[src/include/plm_pkg.sv]
// Package with register map, field layout and timing constants of the LED mode control block.
package plm_pkg;
  // ==========================================================================
  // Register indices and byte addresses
  // ==========================================================================
  localparam logic [7:0]  IDX_LED_CONTROL_ONE     = 8'h1B;
  localparam logic [7:0]  IDX_LED_FUNCTION_SELECT = 8'h1C;
  localparam logic [7:0]  IDX_STRETCH_EXTENDED    = 8'h20;
  localparam logic [7:0]  IDX_LED_STATUS          = 8'h21;
  localparam logic [9:0]  ADDR_LED_CONTROL_ONE     = {IDX_LED_CONTROL_ONE, 2'b00};
  localparam logic [9:0]  ADDR_LED_FUNCTION_SELECT = {IDX_LED_FUNCTION_SELECT, 2'b00};
  localparam logic [9:0]  ADDR_STRETCH_EXTENDED    = {IDX_STRETCH_EXTENDED, 2'b00};
  localparam logic [9:0]  ADDR_LED_STATUS          = {IDX_LED_STATUS, 2'b00};

  // ==========================================================================
  // Field layout of led_control_one
  // ==========================================================================
  localparam int          EXT_TEN_BIT     = 13;
  localparam int          EXT_LOW_BIT     = 10;
  localparam int          DUR_HI_BIT      = 3;
  localparam int          DUR_LO_BIT      = 2;
  localparam int          DISABLE_BIT     = 1;
  localparam int          STRETCH_EN_BIT  = 0;
  localparam logic [15:0] CTRL_WRITE_MASK = 16'h3C0F;
  localparam logic [15:0] CTRL_RESET      = 16'h0001;

  // Selector defaults loaded from the strap, chosen per strap level.
  localparam logic [15:0] SEL_STRAP_LOW   = 16'h104A;
  localparam logic [15:0] SEL_STRAP_HIGH  = 16'h0107;

  // ==========================================================================
  // Speed encoding of the PHY core status
  // ==========================================================================
  localparam logic [1:0]  SPEED_10   = 2'b00;
  localparam logic [1:0]  SPEED_100  = 2'b01;
  localparam logic [1:0]  SPEED_1000 = 2'b10;

  // ==========================================================================
  // Stretch duration codes
  // ==========================================================================
  localparam logic [1:0]  DUR_32   = 2'b00;
  localparam logic [1:0]  DUR_64   = 2'b01;
  localparam logic [1:0]  DUR_104  = 2'b10;
  localparam logic [1:0]  DUR_EXT  = 2'b11;

  // ==========================================================================
  // Timing
  // ==========================================================================
  localparam int          PCLK_KHZ      = 40000;
  localparam int          STEP_MS       = 4;
  localparam int          STEP_CYCLES   = STEP_MS * PCLK_KHZ;
  localparam int          STRETCH_32_MS  = 32;
  localparam int          STRETCH_64_MS  = 64;
  localparam int          STRETCH_104_MS = 104;
  localparam int          STRETCH_MAX_MS = 2000;
  localparam int          BLINK_HALF_MS  = 256;
  localparam int          UNIT_W         = 9;
  localparam logic [UNIT_W-1:0] UNITS_32  = UNIT_W'(STRETCH_32_MS / STEP_MS);
  localparam logic [UNIT_W-1:0] UNITS_64  = UNIT_W'(STRETCH_64_MS / STEP_MS);
  localparam logic [UNIT_W-1:0] UNITS_104 = UNIT_W'(STRETCH_104_MS / STEP_MS);
  localparam logic [UNIT_W-1:0] UNITS_MAX = UNIT_W'(STRETCH_MAX_MS / STEP_MS);
  localparam logic [UNIT_W-1:0] UNITS_BLINK = UNIT_W'(BLINK_HALF_MS / STEP_MS);
  localparam int          TICK_W        = 18;
  localparam int          NUM_LEDS      = 4;
  localparam int          SEL_W         = 4;
endpackage

[src/include/plm_stat_if.sv]
// Interface carrying conditioned link status from the top to the LED decoders.
`timescale 1ns/100ps
`default_nettype none
interface plm_stat_if;
  logic       link_up;
  logic [1:0] speed;
  logic       full_duplex;
  logic       tx;
  logic       rx;
  logic       col;
  logic       blink;
  modport drive (output link_up, speed, full_duplex, tx, rx, col, blink);
  modport sink  (input  link_up, speed, full_duplex, tx, rx, col, blink);
endinterface
`default_nettype wire

[src/hdl/plm_led_decode.sv]
// Function decoder for one LED from its selector code and table choice.
`timescale 1ns/100ps
`default_nettype none
module plm_led_decode (
  // Selection
  input  wire logic [plm_pkg::SEL_W-1:0] sel,
  input  wire logic                      extended,
  // Status
  plm_stat_if.sink                       st,
  // Result
  output var  logic                      lit
);
  logic act;
  logic sp10;
  logic sp100;
  logic sp1000;

  always_comb begin
    act    = st.tx | st.rx;
    sp10   = st.link_up & (st.speed == plm_pkg::SPEED_10);
    sp100  = st.link_up & (st.speed == plm_pkg::SPEED_100);
    sp1000 = st.link_up & (st.speed == plm_pkg::SPEED_1000);
    lit    = 1'b0;
    if (extended) begin
      unique case (sel)
        4'h0:    lit = sp10 | sp100;
        4'h2:    lit = sp100 & ~(act & st.blink);
        default: lit = 1'b0;
      endcase
    end else begin
      unique case (sel)
        4'h0:    lit = sp1000;
        4'h1:    lit = sp100;
        4'h2:    lit = sp10 | (sp100 & st.blink);
        4'h4:    lit = st.link_up;
        4'h5:    lit = st.tx;
        4'h6:    lit = st.rx;
        4'h7:    lit = act;
        4'h8:    lit = st.link_up & st.full_duplex;
        4'h9:    lit = st.col;
        4'hA:    lit = st.link_up & ~(act & st.blink);
        4'hB:    lit = st.link_up & ~(st.rx & st.blink);
        4'hD:    lit = st.blink;
        4'hE:    lit = 1'b1;
        4'hF:    lit = 1'b0;
        default: lit = 1'b0;
      endcase
    end
  end
endmodule
`default_nettype wire

[src/hdl/plm_stretch.sv]
// Pulse stretcher for one LED event, counted in step ticks.
`timescale 1ns/100ps
`default_nettype none
module plm_stretch (
  // Clock and reset
  input  wire logic                        pclk,
  input  wire logic                        presetn,
  // Control
  input  wire logic                        enable,
  input  wire logic                        tick,
  input  wire logic [plm_pkg::UNIT_W-1:0]  length,
  // Event
  input  wire logic                        event_in,
  output var  logic                        event_out
);
  logic [plm_pkg::UNIT_W-1:0] remain;

  // A new event reloads the count, so back-to-back events extend the pulse.
  always_ff @(posedge pclk or negedge presetn) begin
    if (!presetn) begin
      remain <= '0;
    end else if (event_in) begin
      remain <= length;
    end else if (tick && remain != '0) begin
      remain <= remain - 1'b1;
    end
  end

  always_comb begin
    event_out = event_in | (enable & (remain != '0));
  end
endmodule
`default_nettype wire

[src/hdl/plm_top.sv]
// Top of the LED mode control block with its APB register file.
`timescale 1ns/100ps
`default_nettype none
// Notes on behaviour
// Duration code 00 stretches events to 32 ms, 01 to 64 ms, 10 to 104 ms.
// Duration code 11 takes the stretch length from the extended setting, 0 to 2 s in 4 ms steps.
// The output disable bit set forces every LED inactive, cleared lets each follow its function.
// The output disable bit is loaded after reset from the sampled LED configuration strap.
// With stretch enabled (reset value one) transmit, receive and collision are stretched, else not.
// Four 4-bit selectors at 15:12, 11:8, 7:4 and 3:0 share one code table and reset from the strap.
// Standard codes 0000 gigabit link, 0001 100 Mb link, 0010 on at 10 Mb and blinking at 100 Mb.
// Standard codes 0100 link, 0101 transmit, 0110 receive, 0111 activity, 1000 full duplex, 1001 collision.
// Standard 1010 link with activity blink, 1011 link with receive blink, 1101 blink, 1110 on, 1111 off.
// Extended code 0000 lights for a link at 10 Mb or 100 Mb.
// Extended code 0010 lights for a 100 Mb link and blinks on activity.
// Each LED has its own extended bit choosing the extended or the standard table.
// Codes with no meaning in the active table keep the LED off.
module plm_top #(
  parameter int TICK_CYCLES = plm_pkg::STEP_CYCLES
) (
  // Clock and reset
  input  wire logic        pclk,
  input  wire logic        presetn,
  // APB slave
  input  wire logic        psel,
  input  wire logic        penable,
  input  wire logic        pwrite,
  input  wire logic [31:0] paddr,
  input  wire logic [31:0] pwdata,
  output var  logic [31:0] prdata,
  output var  logic        pready,
  output var  logic        pslverr,
  // PHY core status
  input  wire logic        link_up,
  input  wire logic [1:0]  link_speed,
  input  wire logic        full_duplex,
  input  wire logic        tx_active,
  input  wire logic        rx_active,
  input  wire logic        collision,
  // Strap pin
  input  wire logic        led_config_strap,
  // LED outputs, high lights the LED
  output var  logic        led_ten_meg,
  output var  logic        led_hundred_meg,
  output var  logic        led_gigabit,
  output var  logic        led_link_activity
);
  // ==========================================================================
  // Registers and internal state
  // ==========================================================================
  logic [15:0]                led_control_one;
  logic [15:0]                led_function_select;
  logic [plm_pkg::UNIT_W-1:0] stretch_extended;

  logic                       strap_meta;
  logic                       strap_sync;
  logic [1:0]                 strap_wait;
  logic                       strap_done;
  logic                       strap_load;

  logic [plm_pkg::TICK_W-1:0] tick_count;
  logic                       tick;
  logic [plm_pkg::UNIT_W-1:0] blink_count;
  logic                       blink_phase;

  logic [plm_pkg::UNIT_W-1:0] stretch_len;
  logic                       stretch_en;
  logic                       tx_stretched;
  logic                       rx_stretched;
  logic                       col_stretched;
  logic [3:0]                 lit;
  logic [3:0]                 ext_bits;

  logic                       setup;
  logic                       wr_access;
  logic [9:0]                 addr;
  logic                       mapped;
  logic                       in_page;
  logic [31:0]                next_prdata;
  logic [plm_pkg::UNIT_W-1:0] next_ext;

  plm_stat_if stat ();

  // ==========================================================================
  // Strap sampling
  // ==========================================================================
  // Two flip-flops bring the strap pin into the clock domain.
  always_ff @(posedge pclk or negedge presetn) begin
    if (!presetn) begin
      strap_meta <= 1'b0;
      strap_sync <= 1'b0;
    end else begin
      strap_meta <= led_config_strap;
      strap_sync <= strap_meta;
    end
  end

  // Waits two edges so the synchroniser holds the real strap level first.
  always_ff @(posedge pclk or negedge presetn) begin
    if (!presetn) begin
      strap_wait <= '0;
      strap_done <= 1'b0;
    end else if (!strap_done) begin
      strap_wait <= strap_wait + 1'b1;
      strap_done <= (strap_wait == 2'b10);
    end
  end

  // The register file takes the strap level at this single edge.
  assign strap_load = !strap_done && (strap_wait == 2'b10);

  // ==========================================================================
  // APB slave
  // ==========================================================================
  always_comb begin
    setup     = psel & ~penable;
    wr_access = psel & penable & pready & pwrite;
    addr      = paddr[9:0];
    in_page   = (paddr[31:10] == '0);
    // Any other address answers with an error and changes nothing.
    mapped    = in_page &&
                (addr == plm_pkg::ADDR_LED_CONTROL_ONE ||
                 addr == plm_pkg::ADDR_LED_FUNCTION_SELECT ||
                 addr == plm_pkg::ADDR_STRETCH_EXTENDED ||
                 addr == plm_pkg::ADDR_LED_STATUS);
    next_prdata = '0;
    if (in_page) begin
      unique case (addr)
        plm_pkg::ADDR_LED_CONTROL_ONE:     next_prdata = {16'h0000, led_control_one};
        plm_pkg::ADDR_LED_FUNCTION_SELECT: next_prdata = {16'h0000, led_function_select};
        plm_pkg::ADDR_STRETCH_EXTENDED:    next_prdata = {23'h0, stretch_extended};
        plm_pkg::ADDR_LED_STATUS:          next_prdata = {24'h000000, blink_phase, col_stretched,
                                                          rx_stretched, tx_stretched,
                                                          led_ten_meg, led_hundred_meg,
                                                          led_gigabit, led_link_activity};
        default:                           next_prdata = '0;
      endcase
    end
    // Writes beyond two seconds saturate rather than wrap.
    next_ext = (pwdata > 32'(plm_pkg::UNITS_MAX)) ?
               plm_pkg::UNITS_MAX : pwdata[plm_pkg::UNIT_W-1:0];
  end

  // The answer is prepared in the setup cycle so the access phase never waits.
  always_ff @(posedge pclk or negedge presetn) begin
    if (!presetn) begin
      pready  <= 1'b0;
      pslverr <= 1'b0;
      prdata  <= '0;
    end else begin
      pready  <= setup;
      pslverr <= setup & ~mapped;
      prdata  <= (setup && !pwrite) ? next_prdata : '0;
    end
  end

  // ==========================================================================
  // Register file
  // ==========================================================================
  // The strap load wins over a write at the same edge.
  always_ff @(posedge pclk or negedge presetn) begin
    if (!presetn) begin
      led_control_one <= plm_pkg::CTRL_RESET;
    end else if (strap_load) begin
      led_control_one[plm_pkg::DISABLE_BIT] <= strap_sync;
      led_control_one[plm_pkg::EXT_TEN_BIT] <= strap_sync;
    end else if (wr_access && addr == plm_pkg::ADDR_LED_CONTROL_ONE && in_page) begin
      led_control_one <= pwdata[15:0] & plm_pkg::CTRL_WRITE_MASK;
    end
  end

  always_ff @(posedge pclk or negedge presetn) begin
    if (!presetn) begin
      led_function_select <= plm_pkg::SEL_STRAP_LOW;
    end else if (strap_load) begin
      led_function_select <= strap_sync ? plm_pkg::SEL_STRAP_HIGH : plm_pkg::SEL_STRAP_LOW;
    end else if (wr_access && addr == plm_pkg::ADDR_LED_FUNCTION_SELECT && in_page) begin
      led_function_select <= pwdata[15:0];
    end
  end

  always_ff @(posedge pclk or negedge presetn) begin
    if (!presetn) begin
      stretch_extended <= plm_pkg::UNITS_MAX;
    end else if (wr_access && addr == plm_pkg::ADDR_STRETCH_EXTENDED && in_page) begin
      stretch_extended <= next_ext;
    end
  end

  // ==========================================================================
  // Step tick and blink phase
  // ==========================================================================
  // The tick divides the clock down to the 4 ms step of every length.
  always_ff @(posedge pclk or negedge presetn) begin
    if (!presetn) begin
      tick_count <= '0;
      tick       <= 1'b0;
    end else if (tick_count == plm_pkg::TICK_W'(TICK_CYCLES - 1)) begin
      tick_count <= '0;
      tick       <= 1'b1;
    end else begin
      tick_count <= tick_count + 1'b1;
      tick       <= 1'b0;
    end
  end

  // All blinking codes share this one phase.
  always_ff @(posedge pclk or negedge presetn) begin
    if (!presetn) begin
      blink_count <= '0;
      blink_phase <= 1'b0;
    end else if (tick) begin
      if (blink_count == plm_pkg::UNITS_BLINK - 1'b1) begin
        blink_count <= '0;
        blink_phase <= ~blink_phase;
      end else begin
        blink_count <= blink_count + 1'b1;
      end
    end
  end

  // ==========================================================================
  // Stretching
  // ==========================================================================
  // Code 11 hands the length over to the extended setting.
  always_comb begin
    stretch_en = led_control_one[plm_pkg::STRETCH_EN_BIT];
    unique case (led_control_one[plm_pkg::DUR_HI_BIT:plm_pkg::DUR_LO_BIT])
      plm_pkg::DUR_32:  stretch_len = plm_pkg::UNITS_32;
      plm_pkg::DUR_64:  stretch_len = plm_pkg::UNITS_64;
      plm_pkg::DUR_104: stretch_len = plm_pkg::UNITS_104;
      plm_pkg::DUR_EXT: stretch_len = stretch_extended;
    endcase
  end

  // Each event has its own stretcher on the shared tick.
  plm_stretch u_tx_stretch (
    .pclk      (pclk),
    .presetn   (presetn),
    .enable    (stretch_en),
    .tick      (tick),
    .length    (stretch_len),
    .event_in  (tx_active),
    .event_out (tx_stretched)
  );

  plm_stretch u_rx_stretch (
    .pclk      (pclk),
    .presetn   (presetn),
    .enable    (stretch_en),
    .tick      (tick),
    .length    (stretch_len),
    .event_in  (rx_active),
    .event_out (rx_stretched)
  );

  plm_stretch u_col_stretch (
    .pclk      (pclk),
    .presetn   (presetn),
    .enable    (stretch_en),
    .tick      (tick),
    .length    (stretch_len),
    .event_in  (collision),
    .event_out (col_stretched)
  );

  // ==========================================================================
  // Decoding and outputs
  // ==========================================================================
  assign stat.link_up     = link_up;
  assign stat.speed       = link_speed;
  assign stat.full_duplex = full_duplex;
  assign stat.tx          = tx_stretched;
  assign stat.rx          = rx_stretched;
  assign stat.col         = col_stretched;
  assign stat.blink       = blink_phase;
  assign ext_bits         = led_control_one[plm_pkg::EXT_TEN_BIT:plm_pkg::EXT_LOW_BIT];

  // Index 3 is the ten-megabit LED, index 0 the link/activity LED.
  for (genvar i = 0; i < plm_pkg::NUM_LEDS; i++) begin : g_led
    plm_led_decode u_decode (
      .sel      (led_function_select[i*plm_pkg::SEL_W +: plm_pkg::SEL_W]),
      .extended (ext_bits[i]),
      .st       (stat),
      .lit      (lit[i])
    );
  end

  // The disable bit masks the LEDs at the output flops.
  always_ff @(posedge pclk or negedge presetn) begin
    if (!presetn) begin
      led_ten_meg       <= 1'b0;
      led_hundred_meg   <= 1'b0;
      led_gigabit       <= 1'b0;
      led_link_activity <= 1'b0;
    end else begin
      led_ten_meg       <= lit[3] & ~led_control_one[plm_pkg::DISABLE_BIT];
      led_hundred_meg   <= lit[2] & ~led_control_one[plm_pkg::DISABLE_BIT];
      led_gigabit       <= lit[1] & ~led_control_one[plm_pkg::DISABLE_BIT];
      led_link_activity <= lit[0] & ~led_control_one[plm_pkg::DISABLE_BIT];
    end
  end
endmodule
`default_nettype wire

[config.mk]
export PLATFORM = sky130hd
export DESIGN_NAME = plm_top
export DESIGN_NICKNAME = d
export VERILOG_FILES = /design/src/include/plm_pkg.sv /design/src/include/plm_stat_if.sv /design/src/hdl/plm_led_decode.sv /design/src/hdl/plm_stretch.sv /design/src/hdl/plm_top.sv
export SDC_FILE = /design/constraint.sdc
export NUM_CORES = 1
export LEC_CHECK = 0
export BUFFER_PORTS_ARGS = -buffer_cell sky130_fd_sc_hd__clkbuf_2
export CAP_MARGIN = 5
export CORE_ASPECT_RATIO = 0.7
export CORE_MARGIN = 2
export CORE_UTILIZATION = 37
export CTS_CLUSTER_SIZE = 30
export DETAILED_ROUTE_END_ITERATION = 12
export GPL_TIMING_DRIVEN = 0
export RECOVER_POWER = 50
export SYNTH_ARGS = -nofsm -noshare
export SYNTH_HDL_FRONTEND = slang
export SYNTH_SLANG_ARGS = --single-unit
[constraint.sdc]
create_clock -name pclk -period 6.4 [get_ports pclk]
set_input_delay 1.92 -clock pclk [delete_from_list [all_inputs] [get_ports pclk]]
set_output_delay 1.92 -clock pclk [all_outputs]
set_load 0.1 [all_outputs]
==> impl_metrics.ini <==
[critical_path]
setup.worst_path.end_class = register
reg2reg_from = u_rx_stretch.remain[0]$_DFFE_PN0P_
rr_worst_depth = 8
critPathLaunchType = primary input
r2r_setup_slack_ns = 3.73
path_class = in -> reg
required_ns = 6.71
cp_data_arrival_time_ns = 4.24
cp_max_fo = 10
rr_endpoint = prdata[5]$_DFF_PN0_

[finish]
final_core_util = 0.462
final_area_um2 = 7950
areaGrowthSynthToFinish_pct = 21.8
nets = 915
drive_gt1_frac = 0.203
n_antenna_cell = 0

[timing]
max_freq_mhz = 254
skew_ns = 0.00872
worst_pin_slew_ns = 1.36
fin_crit_ns = 3.93
fin_tns_setup_ns = 0
setup_viol = 0
hold_violations = 0
period_share = 0.614
slew_violations = 0
relSlewSlack = 0.0949
rsz0062_at_grt = false

[clock_tree]
cts_setup_buffers = 0
numCtsBuffers = 17
clock-root-buffer = clkbuf_16
cts_buffer_depth = 2
htree_levels = 4
cts.sinks = 116
post_cts_resized = 0
cts_tree = yes
clkTransAtPathRegs_ns = 0.06
ctsHoldBuffers = 0
clkLatencyLatePin_ns = 0.42

[global_routing]
grt_usage = 0.210
grt_max_degree = 96
grt_overflow = 0
grt_pass1_wl_um = 30000
grt_pass1_vias = 5397
antenna_found_initial = 0

[drt]
first_pass_iters = 7
vias = 5857
via_per_inst = 5.46
drt.antenna.violating_nets = 0
drt_iter0_markers = 591
drt_wl_total_um = 18600
drcViolationCount = 0
routedWlPerCell_um = 17.3

[floorplan]
io_pins = 115
rows = 40
fp.dieW_um = 163
core_um2 = 17200
dieArea_um2 = 18700
initial_utilization = 0.379
die_h_um = 115

[logic_synthesis]
yosysUniqueCellTypes = 67
ys_ff_latch = 116
synth_edf_count = 0
ys_seq_area_frac = 0.447
synth_cells = 698
yosysMostFrequentCell = dfrtp_1
synth.largest_area_cell = dfrtp_1
yosys-top-cells-count = dfrtp_1, nor2_1, nand2_1, o21ai_0, xnor2_1
synth_top_area_frac = 0.402
syn_area_um2 = 6530
synthArstFlopShare = 1.00
ys_warn_count = 0
avgSynthCellArea_um2 = 9.35
synth.area.top_cells = dfrtp_1, xnor2_1, dfstp_2
synth_ff_type = dfrtp_1

[place]
io_buffers = 96
gp_congestion = 0.919
place_area_um2 = 7390
hpwl_um = 13800

[power]
leakagePower_nw = 3.52
power_density_nw_per_um2 = 232
ir_drop_v = 0.000140

[flow_run]
maxCapViolCount = 0

[hold_path]
hold_path_end = strap_sync$_DFF_PN0_
min_path_cells = 0
min-delay-start = strap_meta$_DFF_PN0_
worstHoldPathType = reg -> reg

[status]
outcome = finished, final reports clean
## sequential cells by signal (all words and copies together), names as in the netlist, 2 cells and up
register,count
led_function_select,16
u_tx_stretch.remain,9
strap_wait,2
u_col_stretch.remain,9
tick_count,18
led_control_one,8
stretch_extended,9
blink_count,9
prdata,16
u_rx_stretch.remain,9
## layer usage
metal / share of wire / vias up / wire [um] / GRT usage
met1: 0.51 / 2799 / 9400 / 0.335
met4: 0.0085 / 2 / 158 / 0.0525
met5: 0.00086 / - / 16 / 0
li1: - / 2779 / - / -
met3: 0.096 / 19 / 1780 / 0.0559
met2: 0.39 / 258 / 7240 / 0.273
## area by class of cell
class | instances | area [um2]
plain buffers | 55 | 274
clock buffers | 18 | 439
clock inverters | 13 | 134
fillers | 1711 | 9260
inverters | 28 | 105
multi-input cells | 514 | 3290
flip-flops and latches | 116 | 2920
well taps | 231 | 289
repair buffers | 97 | 507
## how the worst max path moves through the flow
stage                         from                             endpoint  slack (ns)  cells after the start
after CTS                 paddr[7]                  prdata[3]$_DFF_PN0_        2.51                      8
after global routing      paddr[7]                  prdata[3]$_DFF_PN0_        2.35                      8
after global placement     presetn                 prdata[10]$_DFF_PN0_        1.61                      1
after detailed placement  paddr[7]                  prdata[3]$_DFF_PN0_        2.08                      8
final                     paddr[7]                  prdata[3]$_DFF_PN0_        2.47                      8
after floorplan           paddr[7]  led_function_select[10]$_DFFE_PN0P_        2.76                      5
## critical path, cell delays in order
cell,delay (ns)
clkbuf_2,0.09
nor4b_1,0.46
and4_1,0.26
clkbuf_1,0.36
a311o_1,0.21
nand3_1,0.29
clkbuf_1,0.35
a21oi_1,0.29
## logic make-up after synthesis
logic type,after synthesis,share of synthesized area
and+or+nand+nor,274,0.229
AOI/OAI and AO/OA,151,0.158
DFF,116,0.447
buffers and inverters,83,0.0581
xor gates and xnor gates,48,0.0644
muxes,16,0.0261
adders and majority gates,9,0.0172
other,1,0.000574
## metrics by stage
step | std cells | setup WS, ns | power, W | hold WS [ns]
5_1_grt | 1072 | 2.35 | 0.00191 | 0.357
3_3_place_gp | 1040 | 1.61 | 0.000929 | 0.332
3_5_place_dp | 1041 | 2.08 | 0.000932 | 0.335
2_1_floorplan | 713 | 2.76 | 0.000866 | 0.331
4_1_cts | 1072 | 2.51 | 0.00186 | 0.348
6_report | 1072 | 2.47 | 0.00184 | 0.347
## cells in the final DEF, fill, tap and decap left out, types with 7 or more instances in the layout
master,netlist,final
nand2_1,58,58
o21ai_0,38,38
clkbuf_16,0,17
inv_1,28,28
dfstp_2,11,11
nand3b_1,7,7
conb_1,1,16
o31ai_1,7,7
o2111ai_1,8,8
nor4_1,20,20
xor2_1,12,12
mux2i_1,8,8
nand4_1,12,12
clkbuf_1,35,36
nor3_1,14,14
o21ai_1,7,7
and3_1,12,12
a22o_1,8,8
ha_1,9,9
a21oi_1,29,29
nor2_1,66,66
xnor2_1,36,36
clkbuf_2,0,95
mux2_2,8,8
dfrtp_1,105,105
nand2b_1,8,8
nand3_1,19,19
buf_4,16,16
nor2b_1,11,11
a222oi_1,8,8
## report_power, final
group | total, W | internal, W | switching [W]
registers | 0.000751 | 0.000743 | 0.00000832
logic | 0.000169 | 0.0000464 | 0.000122
clock network | 0.000923 | 0.000577 | 0.000346
total | 0.00184 | 0.00137 | 0.000477
Note: power is estimated with default switching activity, not from simulation.
